### src/inc/tcp_pkg.sv
// Shared constants, types and register map of the dual Type-C port controller
package tcp_pkg;
  // Clock and timing, each time in its own unit and a derived cycle count
  localparam int unsigned CLK_HZ = 50_000_000;
  localparam int unsigned CLK_PER_US = CLK_HZ / 1_000_000;
  localparam int unsigned T_SCP_OFF_US = 100;
  localparam int unsigned SCP_OFF_CYC = T_SCP_OFF_US * CLK_PER_US;
  localparam int unsigned T_OVERLOAD_MS = 5;
  localparam int unsigned OVERLOAD_CYC = T_OVERLOAD_MS * 1000 * CLK_PER_US;
  localparam int unsigned T_HICCUP_OFF_S = 2;
  localparam int unsigned HICCUP_OFF_CYC = T_HICCUP_OFF_S * CLK_HZ;
  localparam int unsigned T_LOW_QUAL_US = 50;
  localparam int unsigned LOW_QUAL_CYC = T_LOW_QUAL_US * CLK_PER_US;
  localparam int unsigned T_PROBE_US = 20;
  localparam int unsigned PROBE_CYC = T_PROBE_US * CLK_PER_US;
  localparam int unsigned T_DEBOUNCE_US = 10;
  localparam int unsigned DEBOUNCE_CYC = T_DEBOUNCE_US * CLK_PER_US;

  // Counter widths
  localparam int CNT_W = 27;
  localparam int LOW_W = 12;
  localparam int PROBE_W = 10;
  localparam int DEB_W = 10;

  // Line-drop compensation: current code LSB is 25 mA, so 3 A is code 120
  localparam logic [7:0] LDC_MV_AT_REF = 8'h5A;
  localparam logic [15:0] LDC_REF_CODE = 16'h0078;
  localparam logic [7:0] LDC_MAX_MV = 8'h78;

  // Pull-up advertisement level code for 3 A
  localparam logic [1:0] RP_LEVEL_3A = 2'h3;

  // Register map (byte addresses)
  localparam int ADDR_W = 8;
  localparam logic [ADDR_W-1:0] REG_CTRL = 8'h00;
  localparam logic [ADDR_W-1:0] REG_STATUS = 8'h04;
  localparam logic [ADDR_W-1:0] REG_LDC = 8'h08;
  localparam logic [1:0] CTRL_RST = 2'h0;
  localparam int CTRL_OFF_LSB = 0;
  localparam int ST_PORT_STRIDE = 8;
  localparam int ST_STATE_LSB = 0;
  localparam int ST_FAULT_LSB = 2;
  localparam int ST_VCONN_BIT = 5;
  localparam int ST_DIS_BIT = 6;
  localparam int ST_PWR_BIT = 7;
  localparam int ST_SHDN_BIT = 16;
  localparam int ST_BUCK_BIT = 17;
  localparam logic [1:0] RESP_OKAY = 2'h0;
  localparam logic [1:0] RESP_SLVERR = 2'h2;
  localparam logic DIS_RST = 1'b1;

  typedef enum logic [1:0] {
    PS_PROBE = 2'b00,
    PS_OPEN = 2'b01,
    PS_ATTACH = 2'b10,
    PS_LEGACY = 2'b11
  } tcp_pstate_t;

  typedef enum logic [1:0] {
    F_RUN = 2'b00,
    F_SCP_OFF = 2'b01,
    F_SCP_REG = 2'b10,
    F_HIC_OFF = 2'b11
  } tcp_fault_t;

  // Analog comparator results of one port
  typedef struct packed {
    logic cc_a_rd;
    logic cc_a_ra;
    logic cc_b_rd;
    logic cc_b_ra;
    logic cc_a_legacy;
    logic ilim_secondary;
    logic ilim_cc;
    logic out_low;
    logic out_discharged;
    logic ss_done;
  } tcp_cmp_t;

  typedef struct packed {
    tcp_cmp_t cmp;
    logic [7:0] isense;
  } tcp_port_in_t;

  typedef struct packed {
    logic pwr_sw_on;
    logic fast_off;
    logic reg_ilim;
    logic legacy_ilim;
    logic vconn_a;
    logic vconn_b;
    logic pullup_a;
    logic pullup_b;
    logic [1:0] rp_level;
    logic probe_src;
    logic discharge;
    logic ss_restart;
  } tcp_port_out_t;
endpackage

### src/core/tcp_port_ctrl.sv
// Dual Type-C source port controller with AXI4-Lite status and control
//
// Our own choices: the AXI4-Lite interface to the registers and the address map.
`timescale 1ns/1ns
module tcp_port_ctrl
  import tcp_pkg::*;
#(
  parameter int unsigned P_SCP_OFF_CYC = SCP_OFF_CYC,
  parameter int unsigned P_OVERLOAD_CYC = OVERLOAD_CYC,
  parameter int unsigned P_HICCUP_OFF_CYC = HICCUP_OFF_CYC
) (
  input wire logic clock,
  input wire logic reset,
  input wire logic input_undervoltage_lockout,
  input wire logic over_temp,
  input wire tcp_port_in_t [1:0] port_in,
  output tcp_port_out_t [1:0] port_out,
  output logic buck_en,
  output logic [7:0] ldc_mv,
  input wire logic [ADDR_W-1:0] s_axi_awaddr,
  input wire logic s_axi_awvalid,
  output logic s_axi_awready,
  input wire logic [31:0] s_axi_wdata,
  input wire logic [3:0] s_axi_wstrb,
  input wire logic s_axi_wvalid,
  output logic s_axi_wready,
  output logic [1:0] s_axi_bresp,
  output logic s_axi_bvalid,
  input wire logic s_axi_bready,
  input wire logic [ADDR_W-1:0] s_axi_araddr,
  input wire logic s_axi_arvalid,
  output logic s_axi_arready,
  output logic [31:0] s_axi_rdata,
  output logic [1:0] s_axi_rresp,
  output logic s_axi_rvalid,
  input wire logic s_axi_rready
);

  localparam logic [CNT_W-1:0] SCP_LAST = CNT_W'(P_SCP_OFF_CYC - 1);
  localparam logic [CNT_W-1:0] OVL_LAST = CNT_W'(P_OVERLOAD_CYC - 1);
  localparam logic [CNT_W-1:0] HIC_LAST = CNT_W'(P_HICCUP_OFF_CYC - 1);
  localparam logic [LOW_W-1:0] LOW_LAST = LOW_W'(LOW_QUAL_CYC - 1);
  localparam logic [PROBE_W-1:0] PROBE_LAST = PROBE_W'(PROBE_CYC - 1);
  localparam logic [DEB_W-1:0] DEB_LAST = DEB_W'(DEBOUNCE_CYC - 1);

  // Termination vector {a_rd, a_ra, b_rd, b_ra}: exactly one Rd is a sink;
  // Rd/Rd (debug) and Ra/Ra (audio) never qualify
  function automatic logic term_sink(input logic [3:0] t);
    term_sink = t[3] ^ t[1];
  endfunction

  // Connector supply goes to the pin showing Ra opposite the Rd pin
  function automatic logic [1:0] term_vconn(input logic [3:0] t);
    term_vconn = {t[2] & t[1] & ~t[3], t[0] & t[3] & ~t[1]};
  endfunction

  function automatic logic [7:0] ldc_calc(input logic [7:0] code);
    logic [15:0] prod;
    logic [15:0] quo;
    prod = 16'(code) * 16'(LDC_MV_AT_REF);
    quo = prod / LDC_REF_CODE;
    ldc_calc = (quo > 16'(LDC_MAX_MV)) ? LDC_MAX_MV : quo[7:0];
  endfunction

  // Synchronisers
  tcp_cmp_t [1:0] cmp_m_ff;
  tcp_cmp_t [1:0] cmp_s_ff;
  logic [1:0] glob_m_ff;
  logic [1:0] glob_s_ff;
  logic [7:0] isense_ff [2];

  // Per-port state
  logic [3:0] term_ff [2];
  logic [3:0] deb_last_ff [2];
  logic [DEB_W-1:0] deb_cnt_ff [2];
  tcp_pstate_t state_ff [2];
  tcp_fault_t fault_ff [2];
  logic [PROBE_W-1:0] probe_cnt_ff [2];
  logic [CNT_W-1:0] fcnt_ff [2];
  logic [CNT_W-1:0] ovl_ff [2];
  logic [LOW_W-1:0] low_ff [2];
  logic [1:0] pwr_prev_ff;
  logic [1:0] dis_ff;
  tcp_port_out_t [1:0] out_ff;
  logic buck_ff;
  logic [7:0] ldc_ff;
  logic [1:0] ctrl_ff;

  logic [3:0] nxt_term [2];
  logic [3:0] nxt_deb_last [2];
  logic [DEB_W-1:0] nxt_deb_cnt [2];
  tcp_pstate_t nxt_state [2];
  tcp_fault_t nxt_fault [2];
  logic [PROBE_W-1:0] nxt_probe_cnt [2];
  logic [CNT_W-1:0] nxt_fcnt [2];
  logic [CNT_W-1:0] nxt_ovl [2];
  logic [LOW_W-1:0] nxt_low [2];
  logic [1:0] nxt_dis;
  tcp_port_out_t [1:0] nxt_out;
  logic [1:0] pwr_ok;

  wire shdn = glob_s_ff[0] | glob_s_ff[1];
  wire [7:0] isense_max = (isense_ff[0] > isense_ff[1]) ? isense_ff[0] : isense_ff[1];
  wire [7:0] nxt_ldc = ldc_calc(isense_max);
  wire nxt_buck = ~shdn & |pwr_ok;

  always_ff @(posedge clock or posedge reset) begin
    if (reset) begin
      cmp_m_ff <= '0;
      cmp_s_ff <= '0;
      glob_m_ff <= 2'h0;
      glob_s_ff <= 2'h0;
    end else begin
      cmp_m_ff <= {port_in[1].cmp, port_in[0].cmp};
      cmp_s_ff <= cmp_m_ff;
      glob_m_ff <= {over_temp, input_undervoltage_lockout};
      glob_s_ff <= glob_m_ff;
    end
  end

  // Power allowed: attached or legacy, not shut down, not parked by software
  always_comb begin
    for (int p = 0; p < 2; p++) begin
      pwr_ok[p] = ((state_ff[p] == PS_ATTACH) || (state_ff[p] == PS_LEGACY)) && !shdn
        && !ctrl_ff[p];
    end
  end

  // Per-port next state; both ports run the same code on their own state
  always_comb begin
    for (int p = 0; p < 2; p++) begin
      logic [3:0] raw;
      logic fast_short_turnoff;
      logic ccl;
      logic low;
      logic ovl_hit;
      logic low_hit;
      logic [1:0] vsel;
      raw = {cmp_s_ff[p].cc_a_rd, cmp_s_ff[p].cc_a_ra, cmp_s_ff[p].cc_b_rd, cmp_s_ff[p].cc_b_ra};
      fast_short_turnoff = cmp_s_ff[p].ilim_secondary;
      ccl = cmp_s_ff[p].ilim_cc;
      low = cmp_s_ff[p].ss_done & cmp_s_ff[p].out_low;
      ovl_hit = ccl && (ovl_ff[p] == OVL_LAST);
      low_hit = low && (low_ff[p] == LOW_LAST);
      vsel = term_vconn(term_ff[p]);

      // Debounce: terminations must stay put for the whole window
      nxt_deb_last[p] = raw;
      nxt_term[p] = term_ff[p];
      nxt_deb_cnt[p] = deb_cnt_ff[p];
      if (raw != deb_last_ff[p]) begin
        nxt_deb_cnt[p] = '0;
      end else if (deb_cnt_ff[p] == DEB_LAST) begin
        nxt_term[p] = raw;
      end else begin
        nxt_deb_cnt[p] = deb_cnt_ff[p] + 1'b1;
      end

      nxt_state[p] = state_ff[p];
      nxt_probe_cnt[p] = probe_cnt_ff[p];
      unique case (state_ff[p])
        PS_PROBE: begin
          if (probe_cnt_ff[p] == PROBE_LAST) begin
            nxt_state[p] = cmp_s_ff[p].cc_a_legacy ? PS_LEGACY : PS_OPEN;
          end else begin
            nxt_probe_cnt[p] = probe_cnt_ff[p] + 1'b1;
          end
        end
        PS_OPEN: begin
          if (term_sink(term_ff[p]) && !shdn && !ctrl_ff[p]) begin
            nxt_state[p] = PS_ATTACH;
          end
        end
        PS_ATTACH: begin
          if (!term_sink(term_ff[p]) || shdn || ctrl_ff[p]) begin
            nxt_state[p] = PS_OPEN;
          end
        end
        PS_LEGACY: nxt_state[p] = PS_LEGACY;
      endcase

      // Fault sequencing
      nxt_fault[p] = fault_ff[p];
      nxt_fcnt[p] = fcnt_ff[p];
      nxt_ovl[p] = ovl_ff[p];
      nxt_low[p] = low_ff[p];
      if (!pwr_ok[p]) begin
        nxt_fault[p] = F_RUN;
        nxt_fcnt[p] = '0;
        nxt_ovl[p] = '0;
        nxt_low[p] = '0;
      end else begin
        unique case (fault_ff[p])
          F_RUN, F_SCP_REG: begin
            nxt_ovl[p] = ccl ? ovl_ff[p] + 1'b1 : '0;
            nxt_low[p] = low ? low_ff[p] + 1'b1 : '0;
            if ((fault_ff[p] == F_RUN) && fast_short_turnoff) begin
              nxt_fault[p] = F_SCP_OFF;
              nxt_fcnt[p] = '0;
            end else if (ovl_hit || low_hit) begin
              nxt_fault[p] = F_HIC_OFF;
              nxt_fcnt[p] = '0;
              nxt_ovl[p] = '0;
              nxt_low[p] = '0;
            end else if ((fault_ff[p] == F_SCP_REG) && cmp_s_ff[p].ss_done && !ccl && !fast_short_turnoff) begin
              nxt_fault[p] = F_RUN;
            end
          end
          F_SCP_OFF: begin
            if (fcnt_ff[p] == SCP_LAST) begin
              nxt_fault[p] = F_SCP_REG;
              nxt_fcnt[p] = '0;
            end else begin
              nxt_fcnt[p] = fcnt_ff[p] + 1'b1;
            end
          end
          F_HIC_OFF: begin
            if (fcnt_ff[p] == HIC_LAST) begin
              nxt_fault[p] = F_RUN;
              nxt_fcnt[p] = '0;
            end else begin
              nxt_fcnt[p] = fcnt_ff[p] + 1'b1;
            end
          end
        endcase
      end

      // Set wins over the clear so a release in the same cycle is kept
      nxt_dis[p] = shdn || (pwr_prev_ff[p] && !pwr_ok[p])
        || (dis_ff[p] && !cmp_s_ff[p].out_discharged);

      nxt_out[p].pwr_sw_on = pwr_ok[p] && ((nxt_fault[p] == F_RUN)
        || (nxt_fault[p] == F_SCP_REG));
      nxt_out[p].fast_off = pwr_ok[p] && (fault_ff[p] == F_RUN) && fast_short_turnoff;
      nxt_out[p].reg_ilim = pwr_ok[p] && (nxt_fault[p] == F_SCP_REG);
      nxt_out[p].legacy_ilim = (state_ff[p] == PS_LEGACY);
      nxt_out[p].vconn_a = pwr_ok[p] && (state_ff[p] == PS_ATTACH) && vsel[1];
      nxt_out[p].vconn_b = pwr_ok[p] && (state_ff[p] == PS_ATTACH) && vsel[0];
      nxt_out[p].pullup_a = (state_ff[p] == PS_OPEN) || (state_ff[p] == PS_ATTACH);
      nxt_out[p].pullup_b = (state_ff[p] == PS_OPEN) || (state_ff[p] == PS_ATTACH);
      nxt_out[p].rp_level = RP_LEVEL_3A;
      nxt_out[p].probe_src = (state_ff[p] == PS_PROBE);
      nxt_out[p].discharge = nxt_dis[p];
      // Fresh soft start on power-up and after each forced off period
      nxt_out[p].ss_restart = pwr_ok[p] && (!pwr_prev_ff[p]
        || ((fault_ff[p] != F_RUN) && (fault_ff[p] != F_SCP_REG)
        && (nxt_fault[p] != fault_ff[p])));
    end
  end

  always_ff @(posedge clock or posedge reset) begin
    if (reset) begin
      for (int p = 0; p < 2; p++) begin
        term_ff[p] <= 4'h0;
        deb_last_ff[p] <= 4'h0;
        deb_cnt_ff[p] <= '0;
        state_ff[p] <= PS_PROBE;
        fault_ff[p] <= F_RUN;
        probe_cnt_ff[p] <= '0;
        fcnt_ff[p] <= '0;
        ovl_ff[p] <= '0;
        low_ff[p] <= '0;
        isense_ff[p] <= 8'h00;
      end
      pwr_prev_ff <= 2'h0;
      dis_ff <= {2{DIS_RST}};
      out_ff <= {2{tcp_port_out_t'{discharge: DIS_RST, default: '0}}};
      buck_ff <= 1'b0;
      ldc_ff <= 8'h00;
    end else begin
      for (int p = 0; p < 2; p++) begin
        term_ff[p] <= nxt_term[p];
        deb_last_ff[p] <= nxt_deb_last[p];
        deb_cnt_ff[p] <= nxt_deb_cnt[p];
        state_ff[p] <= nxt_state[p];
        fault_ff[p] <= nxt_fault[p];
        probe_cnt_ff[p] <= nxt_probe_cnt[p];
        fcnt_ff[p] <= nxt_fcnt[p];
        ovl_ff[p] <= nxt_ovl[p];
        low_ff[p] <= nxt_low[p];
        isense_ff[p] <= port_in[p].isense;
      end
      pwr_prev_ff <= pwr_ok;
      dis_ff <= nxt_dis;
      out_ff <= nxt_out;
      buck_ff <= nxt_buck;
      ldc_ff <= nxt_ldc;
    end
  end

  assign port_out = out_ff;
  assign buck_en = buck_ff;
  assign ldc_mv = ldc_ff;

  // AXI4-Lite slave: one write and one read at a time
  logic aw_have_ff;
  logic w_have_ff;
  logic [ADDR_W-1:0] awaddr_ff;
  logic [31:0] wdata_ff;
  logic [3:0] wstrb_ff;
  logic bvalid_ff;
  logic [1:0] bresp_ff;
  logic rvalid_ff;
  logic [1:0] rresp_ff;
  logic [31:0] rdata_ff;
  logic [31:0] status_word;

  always_comb begin
    status_word = 32'h0000_0000;
    for (int p = 0; p < 2; p++) begin
      status_word[p*ST_PORT_STRIDE+ST_STATE_LSB +: 2] = state_ff[p];
      status_word[p*ST_PORT_STRIDE+ST_FAULT_LSB +: 2] = fault_ff[p];
      status_word[p*ST_PORT_STRIDE+ST_VCONN_BIT] = out_ff[p].vconn_a | out_ff[p].vconn_b;
      status_word[p*ST_PORT_STRIDE+ST_DIS_BIT] = dis_ff[p];
      status_word[p*ST_PORT_STRIDE+ST_PWR_BIT] = out_ff[p].pwr_sw_on;
    end
    status_word[ST_SHDN_BIT] = shdn;
    status_word[ST_BUCK_BIT] = buck_ff;
  end

  wire aw_take = s_axi_awvalid && s_axi_awready;
  wire w_take = s_axi_wvalid && s_axi_wready;
  wire wr_go = aw_have_ff && w_have_ff && !bvalid_ff;
  wire wr_ctrl = wr_go && (awaddr_ff == REG_CTRL) && wstrb_ff[0];
  wire wr_known = (awaddr_ff == REG_CTRL) || (awaddr_ff == REG_STATUS) || (awaddr_ff == REG_LDC);
  wire ar_take = s_axi_arvalid && s_axi_arready;
  wire rd_ctrl = (s_axi_araddr == REG_CTRL);
  wire rd_stat = (s_axi_araddr == REG_STATUS);
  wire rd_ldc = (s_axi_araddr == REG_LDC);
  wire [31:0] rd_mux = rd_ctrl ? {30'h0, ctrl_ff} : rd_stat ? status_word
    : rd_ldc ? {24'h0, ldc_ff} : 32'h0000_0000;

  assign s_axi_awready = !aw_have_ff && !bvalid_ff;
  assign s_axi_wready = !w_have_ff && !bvalid_ff;
  assign s_axi_bvalid = bvalid_ff;
  assign s_axi_bresp = bresp_ff;
  assign s_axi_arready = !rvalid_ff;
  assign s_axi_rvalid = rvalid_ff;
  assign s_axi_rresp = rresp_ff;
  assign s_axi_rdata = rdata_ff;

  always_ff @(posedge clock or posedge reset) begin
    if (reset) begin
      aw_have_ff <= 1'b0;
      w_have_ff <= 1'b0;
      awaddr_ff <= '0;
      wdata_ff <= 32'h0000_0000;
      wstrb_ff <= 4'h0;
      bvalid_ff <= 1'b0;
      bresp_ff <= RESP_OKAY;
      ctrl_ff <= CTRL_RST;
    end else begin
      if (aw_take) begin
        aw_have_ff <= 1'b1;
        awaddr_ff <= s_axi_awaddr;
      end
      if (w_take) begin
        w_have_ff <= 1'b1;
        wdata_ff <= s_axi_wdata;
        wstrb_ff <= s_axi_wstrb;
      end
      if (wr_go) begin
        aw_have_ff <= 1'b0;
        w_have_ff <= 1'b0;
        bvalid_ff <= 1'b1;
        bresp_ff <= wr_known ? RESP_OKAY : RESP_SLVERR;
      end else if (bvalid_ff && s_axi_bready) begin
        bvalid_ff <= 1'b0;
      end
      if (wr_ctrl) begin
        ctrl_ff <= wdata_ff[CTRL_OFF_LSB +: 2];
      end
    end
  end

  always_ff @(posedge clock or posedge reset) begin
    if (reset) begin
      rvalid_ff <= 1'b0;
      rresp_ff <= RESP_OKAY;
      rdata_ff <= 32'h0000_0000;
    end else if (ar_take) begin
      rvalid_ff <= 1'b1;
      rresp_ff <= (rd_ctrl || rd_stat || rd_ldc) ? RESP_OKAY : RESP_SLVERR;
      rdata_ff <= rd_mux;
    end else if (rvalid_ff && s_axi_rready) begin
      rvalid_ff <= 1'b0;
    end
  end

endmodule

### config.mk
export PLATFORM = sky130hd
export DESIGN_NAME = tcp_port_ctrl
export DESIGN_NICKNAME = d
export VERILOG_FILES = /design/src/inc/tcp_pkg.sv /design/src/core/tcp_port_ctrl.sv
export SDC_FILE = /design/constraint.sdc
export NUM_CORES = 1
export LEC_CHECK = 0
export ABC_AREA = 1
export BUFFER_PORTS_ARGS = -buffer_cell sky130_fd_sc_hd__clkbuf_2
export CORE_ASPECT_RATIO = 0.8
export CORE_MARGIN = 10
export CORE_UTILIZATION = 60
export DETAILED_ROUTE_END_ITERATION = 12
export PLACE_DENSITY_LB_ADDON = 0.05
export REMOVE_ABC_BUFFERS = 1
export SLEW_MARGIN = 0
export SYNTH_ARGS = -nofsm -noshare
export SYNTH_HDL_FRONTEND = slang
export SYNTH_SLANG_ARGS = --single-unit
### constraint.sdc
create_clock -name clock -period 12.45 [get_ports clock]
set_clock_uncertainty 0.1 [all_clocks]
set_input_delay 2.49 -clock clock [delete_from_list [all_inputs] [get_ports clock]]
set_output_delay 2.49 -clock clock [all_outputs]
set_load 0.01 [all_outputs]
==> metrics.txt, run 1 <==
status complete, no violations; RSZ-0062 raised after global routing no; Initial Util 0.609; DRC Markers 0; Design Power 5.49 mW; slowest CP cell o21ai_1; max-cap violations 0; WL final 37800 microns; final instance area 18800 sq um; DRT iter0 DRCs 803; setup TNS 0 ps; Worst-path clk slew 60 ps; clock tree from TritonCTS built; Setup violations, final 0; first-pass GRT wire length 63900 microns; htree depth 2; CP Launch Type register; Leakage 8.73 nW; Post-DP Area 17600 sq um; total track usage 0.219; hold crit path type reg -> reg; Port Buffers 122; Final period util 0.665; Clock power frac 0.196; Setup CP Type reg -> reg; minimum clock period 8270 ps; CTS Sinks 324; Worst setup EP type register; final-report hold violation count 0; worst path arrival time 8540 ps; Area Overhead vs Synth 13.0%; Final ANT Viol Nets 0; Pre-antenna DRT Iters 6; number of vias per cell 5.41; core area 27300 sq um; initial antenna violation count 0; ant diodes 0; sequential cell area fraction in the yosys report 0.488; P per Cell Area 292 nW/um^2; DR WL/cell 15.2 microns; Hold-fix buffers, CTS 0; switching pwr 2.58 mW; Max FO, Critical Path 17; vias in the first global route 13300; share of layout cells above drive strength 1 0.123; latest clock arrival within the worst-skew pair 520 ps; Via Count 13400; largest net degree at the start of global routing 107; sequential share of power 0.212; Synth Flop Type dfrtp_1; CTS max path bufs 3; worst vdd ir 437 uV; post-detail-place hpwl 27500 microns; gpl congestion 0.914; Cell variety after synth 63; share of flip-flops with an asynchronous set or reset 1.00; die span in x 206 microns; Post-Synthesis Cells 1953; Internal 2.91 mW; height of the die 169 microns; Die Area 34800 sq um; hold slack 241 ps; post-cts sizing count 0; Max Fclk 0.121 GHz; IO Pins 173; combinational share of power 0.592; crit-path max cell delay 870 ps; Yosys warnings 0; Final Net Count 2256; Slew @ Worst Pin 1130 ps; post-CTS setup buffer count 0; FP Rows 54; Crit path required time 12710 ps; Num CTS Buffers 35; clock root buffer clkbuf_16; number of synthesized flops with an enable pin 0; #FFs+latches synth 324; Pins Over Slew Limit 0; Overflow after GRT 0; Synth Area per Inst 8.51 sq um; switching part of the total 0.470; synthesized area 16600 sq um; relative slew slack 0.244
cells by family after synthesis:
kind of cell	synth area share
AO/OA/AOI/OAI	0.0964
buffers and inverters	0.0827
adder cells (fa/ha/maj)	0.0508
XOR/XNOR	0.0316
other	0.000452
AND/OR/NAND/NOR	0.243
multiplexers	0.00678
flip-flops	0.488
state kept, by name, summed over array words and instances (netlist names), 4 cells and up:
name,flops
deb_last_ff,8
fault_ff,4
awaddr_ff,8
ldc_mv,8
isense_ff,16
s_axi_rdata,17
probe_cnt_ff,20
low_ff,24
state_ff,4
deb_cnt_ff,20
cmp_m_ff,20
ovl_ff,54
cmp_s_ff,20
fcnt_ff,54
term_ff,8
port_out,19
per-stage QoR:
step / utilization / setup slack [ps] / instances
6_report: 0.688 / 4180 / 2483
5_1_grt: 0.688 / 3440 / 2483
4_1_cts: 0.688 / 4240 / 2483
3_5_place_dp: 0.644 / 4500 / 2424
3_3_place_gp: 0.644 / 4730 / 2424
2_1_floorplan: - / 894 / 1932
worst max-delay path, delay by kind of cell, from the launching register on:
family	cells	cell delay [ps]
adders and majority gates	5	1980
AOI/OAI and AO/OA	4	1550
and+or+nand+nor	37	3670
DFF	1	340
buffers and inverters	6	420
worst paths after layout:
kind	slack (ps)	cells after the start	startpoint	end
min in group asynchronous	1990	2	reset	s_axi_rdata[17]$_DFFE_PP0P_
hold reg to reg	240	0	cmp_m_ff[4]$_DFF_PP0_	cmp_s_ff[4]$_DFF_PP0_
setup reg to reg	4180	52	isense_ff[6]$_DFF_PP0_	ldc_mv[4]$_DFF_PP0_
hold / removal	240	0	cmp_m_ff[4]$_DFF_PP0_	cmp_s_ff[4]$_DFF_PP0_
setup / recovery	4180	52	isense_ff[6]$_DFF_PP0_	ldc_mv[4]$_DFF_PP0_
max in group asynchronous	7940	4	reset	pwr_prev_ff[0]$_DFF_PP0_
metal layers:
layer	vias to the layer above	global-route usage	wire [microns]	part of all wire
met1	6375	0.299	17400	0.46
met3	65	0.0403	1980	0.052
met5	-	0	0	0
li1	6680	-	-	-
met4	0	0.0748	1110	0.029
met2	321	0.345	17200	0.46
cell usage in the layout (no fill, tap or decap), types with 19 or more instances in the layout:
| master | Yosys | layout |
|---|---|---|
| nand3_1 | 105 | 105 |
| o22ai_1 | 20 | 20 |
| conb_1 | 2 | 19 |
| nor4_1 | 40 | 39 |
| clkbuf_2 | 0 | 122 |
| nor3_1 | 93 | 93 |
| dfrtp_1 | 322 | 322 |
| nand2_1 | 320 | 320 |
| nand4_1 | 32 | 32 |
| a21oi_1 | 83 | 83 |
| nor2_1 | 224 | 224 |
| ha_1 | 53 | 53 |
| clkbuf_16 | 0 | 37 |
| xor2_1 | 45 | 45 |
| inv_1 | 294 | 293 |
| o21ai_0 | 84 | 83 |
| nand2_2 | 23 | 23 |
power by group through the flow:
stage	Clock, mW	Sequential (mW)	Combinational (mW)
finish	1.08	1.16	3.25
CTS	1.10	1.16	3.25
detailed placement	0	1.18	3.21
global route	1.14	1.17	3.72
global placement	0	1.18	3.11
floorplan	0	1.17	2.69
cell type report:
| cell class | count | area, sq um |
|---|---|---|
| Clock buffer | 52 | 1050 |
| Clock inverter | 7 | 139 |
| Fill cell | 2245 | 8530 |
| Inverter | 306 | 1160 |
| Multi-Input combinational cell | 1302 | 7200 |
| Sequential cell | 324 | 8110 |
| Tap cell | 364 | 455 |
| Timing Repair Buffer | 128 | 656 |
synth_stat cells, drive strengths merged (10+ instances only):
| library cell | n | share of area |
|---|---|---|
| ha | 53 | 0.040 |
| o21ai | 93 | 0.028 |
| mux2 | 10 | 0.0068 |
| nor3b | 11 | 0.0050 |
| a31oi | 10 | 0.0038 |
| a21oi | 84 | 0.026 |
| nor4 | 40 | 0.015 |
| buf | 23 | 0.010 |
| dfrtp | 322 | 0.49 |
| nor3 | 93 | 0.028 |
| nand2 | 347 | 0.084 |
| xor2 | 45 | 0.024 |
| inv | 305 | 0.069 |
| o22ai | 20 | 0.0075 |
| a211oi | 13 | 0.0059 |
| nand4 | 35 | 0.015 |
| nand3 | 110 | 0.035 |
| xnor2 | 15 | 0.0079 |
| clkbuf | 15 | 0.0034 |
| nor2 | 229 | 0.053 |
Power figures use the tool's default switching activity.
==> run 2, diff against run 1 <==
--- a/config.mk
+++ b/config.mk
@@ -9,7 +9,7 @@
 export BUFFER_PORTS_ARGS = -buffer_cell sky130_fd_sc_hd__clkbuf_2
 export CORE_ASPECT_RATIO = 0.8
 export CORE_MARGIN = 10
-export CORE_UTILIZATION = 60
+export CORE_UTILIZATION = 54
 export DETAILED_ROUTE_END_ITERATION = 12
 export PLACE_DENSITY_LB_ADDON = 0.05
 export REMOVE_ABC_BUFFERS = 1
==> constraint.sdc (replaced) <==
create_clock -name clock -period 7.3 [get_ports clock]
set_clock_uncertainty 0.1 [all_clocks]
set_input_delay 1.46 -clock clock [delete_from_list [all_inputs] [get_ports clock]]
set_output_delay 1.46 -clock clock [all_outputs]
set_load 0.01 [all_outputs]
==> run 2 against run 1 <==
  * The run now ends with negative setup slack left
  * Count of clock-buffer cells in the layout down 1
  * Die area up 9.9%
  * Setup slack worse by 4200 ps
  * Fmax up 13%
  * Worst hold slack better by 6.2 ps
  * Largest cell class unchanged
  * Sequential share of layout area down 2.0 points
  * Core utilization down 4.0 points
  * Cell count up 3.6%
  * Critical path depth unchanged
  * Cell area up 4.9%
  * First-iteration DRC count up 25%
  * Flip-flop and latch count unchanged
==> metrics.txt, run 2 (same netlist as run 1, synthesis figures left out) <==
Pins Over Slew Limit 0 (unchanged); fin util 0.648 (was 0.688); Crit path required time 7660 ps (was 12710 ps); Setup CP Type reg -> reg (unchanged); fillers 2610 (was 2245); core area 30400 sq um (was 27300 sq um); ant diodes 0 (unchanged); DRC Markers 0 (unchanged); IO Pins 173 (unchanged); DR WL/cell 15.2 microns (about the same); Worst-path clk slew 60 ps (about the same); Worst setup EP type register (unchanged); Max FO, Critical Path 5 (was 17); Max Fclk 0.137 GHz (was 0.121 GHz); Final Net Count 2292 (was 2256); vias in the first global route 13100 (was 13300); worst path arrival time 7680 ps (was 8540 ps); Final period util 1.00 (was 0.665); DRT iter0 DRCs 1004 (was 803); hold crit path type reg -> reg (unchanged); height of the die 177 microns (was 169 microns); worst r2r src isense_ff[11]$_DFF_PP0_ (was isense_ff[6]$_DFF_PP0_); worst hold path depth 0 (unchanged); latest clock arrival within the worst-skew pair 530 ps (was 520 ps); status finished with violations (was complete, no violations); Area Overhead vs Synth 18.5% (was 13.0%); Via Count 13600 (was 13400); Pre-antenna DRT Iters 5 (was 6); gpl congestion 0.856 (was 0.914); first-pass GRT wire length 64300 microns (was 63900 microns); slowest CP cell fa_1 (was o21ai_1); initial antenna violation count 0 (unchanged); final setup margin -17.0 ps (was 4180 ps); post-detail-place hpwl 27500 microns (about the same); clock tree from TritonCTS built (unchanged); most common cell after layout, fill and taps aside dfrtp_1 (unchanged); hold slack 247 ps (was 241 ps); Port Buffers 122 (unchanged); relative slew slack 0.391 (was 0.244); cells on worst reg2reg path 52 (unchanged); Slew @ Worst Pin 914 ps (was 1130 ps); clock root buffer clkbuf_16 (unchanged); Hold-fix buffers, CTS 0 (unchanged); Num CTS Buffers 36 (was 35); number of vias per cell 5.28 (was 5.41); Setup violations, final 1 (was 0); most frequent cells in the layout 322 x dfrtp_1, 286 x nand2_1, 270 x inv_1, 211 x nor2_1, 122 x clkbuf_2 (was 322 x dfrtp_1, 320 x nand2_1, 293 x inv_1, 224 x nor2_1, 122 x clkbuf_2); RSZ-0062 raised after global routing yes (was no); Overflow after GRT 0 (unchanged); CTS max path bufs 3 (unchanged); CP Launch Type register (unchanged); Die Area 38200 sq um (was 34800 sq um); htree depth 2 (unchanged); Initial Util 0.547 (was 0.609); share of layout cells above drive strength 1 0.195 (was 0.123); CTS Sinks 324 (unchanged); total track usage 0.199 (was 0.219); final instance area 19700 sq um (was 18800 sq um); largest net degree at the start of global routing 169 (was 107); Top cell by count, worst path nand2_4; WL final 39000 microns (was 37800 microns); FP Rows 57 (was 54); Final ANT Viol Nets 0 (unchanged); max-cap violations 0 (unchanged); Min-Delay Startpoint cmp_m_ff[17]$_DFF_PP0_ (was cmp_m_ff[4]$_DFF_PP0_); minimum clock period 7320 ps (was 8270 ps); Post-DP Area 17700 sq um (was 17600 sq um); crit-path max cell delay 520 ps (was 870 ps); final-report hold violation count 0 (unchanged); die span in x 216 microns (was 206 microns); failing checks negative setup slack; biggest regs fcnt_ff (54), ovl_ff (54), low_ff (24) (unchanged); crit path launch isense_ff[11]$_DFF_PP0_ (was isense_ff[6]$_DFF_PP0_)
[run 2: cell count changes in the layout (fill, tap and decap cells not counted), moves of 16 or more]
cell	before	now
buf_4	6	36
ha_1	53	35
ha_4	0	16
inv_1	293	270
inv_2	11	32
nand2_1	320	286
nand2_2	23	42
[run 2: worst max-delay path, delay by kind of cell (launching register included)]
kind,cells,cell delay [ps]
simple gates,32,3000
fa+ha+maj,5,1800
compound gates,8,1200
buf+inv,7,710
flops,1,420
[run 2: area by class of cell]
cell class              instances  area (sq um)  share of cell area
flip-flops and latches        324          8110               0.412
multi-input cells            1302          7810               0.397
inverters                     306          1160              0.0591
clock buffers                  51          1050              0.0533
repair buffers                163           946              0.0481
well taps                     413           517              0.0263
clock inverters                13          90.1             0.00458
[run 2: path summary, 6_finish.rpt]
| path | to | slack, ps |
|---|---|---|
| worst max-delay path | ldc_mv[1]$_DFF_PP0_ | -20 |
| worst min-delay path | cmp_s_ff[17]$_DFF_PP0_ | 250 |
| worst max register to register | ldc_mv[1]$_DFF_PP0_ | -20 |
| worst min register to register | cmp_s_ff[17]$_DFF_PP0_ | 250 |
| max in group asynchronous | cmp_m_ff[5]$_DFF_PP0_ | 4840 |
| min in group asynchronous | port_out[15]$_DFF_PP0_ | 950 |
[run 2: repair_timing]
| action | CTS | global route |
|---|---|---|
| setup endpoints to repair | 6 | 6 |
| cloned | 1 | 0 |
| buffers inserted | 6 | 17 |
| pin swaps | 8 | 70 |
| gates resized for setup | 28 | 135 |
[run 2: stage by stage]
step           setup TNS [ps]  std cells  setup slack (ps)
2_1_floorplan        -1040200       1932             -3230
3_3_place_gp                0       2484              14.5
3_5_place_dp             -658       2484              -140
4_1_cts                     0       2555              1.84
5_1_grt                 -2470       2572              -425
6_report                -17.0       2572             -17.0
[run 2: per-layer routing]
| layer | wire length [microns] | track usage | vias to the layer above |
|---|---|---|---|
| met5 | 0 | 0 | - |
| met4 | 812 | 0.0491 | 0 |
| met3 | 2030 | 0.0347 | 53 |
| met2 | 17700 | 0.310 | 308 |
| met1 | 18500 | 0.285 | 6473 |
| li1 | - | - | 6759 |
Power of run 2 is not shown: default switching activity piles up to over one toggle a cycle in this logic, so the estimate is an artifact.
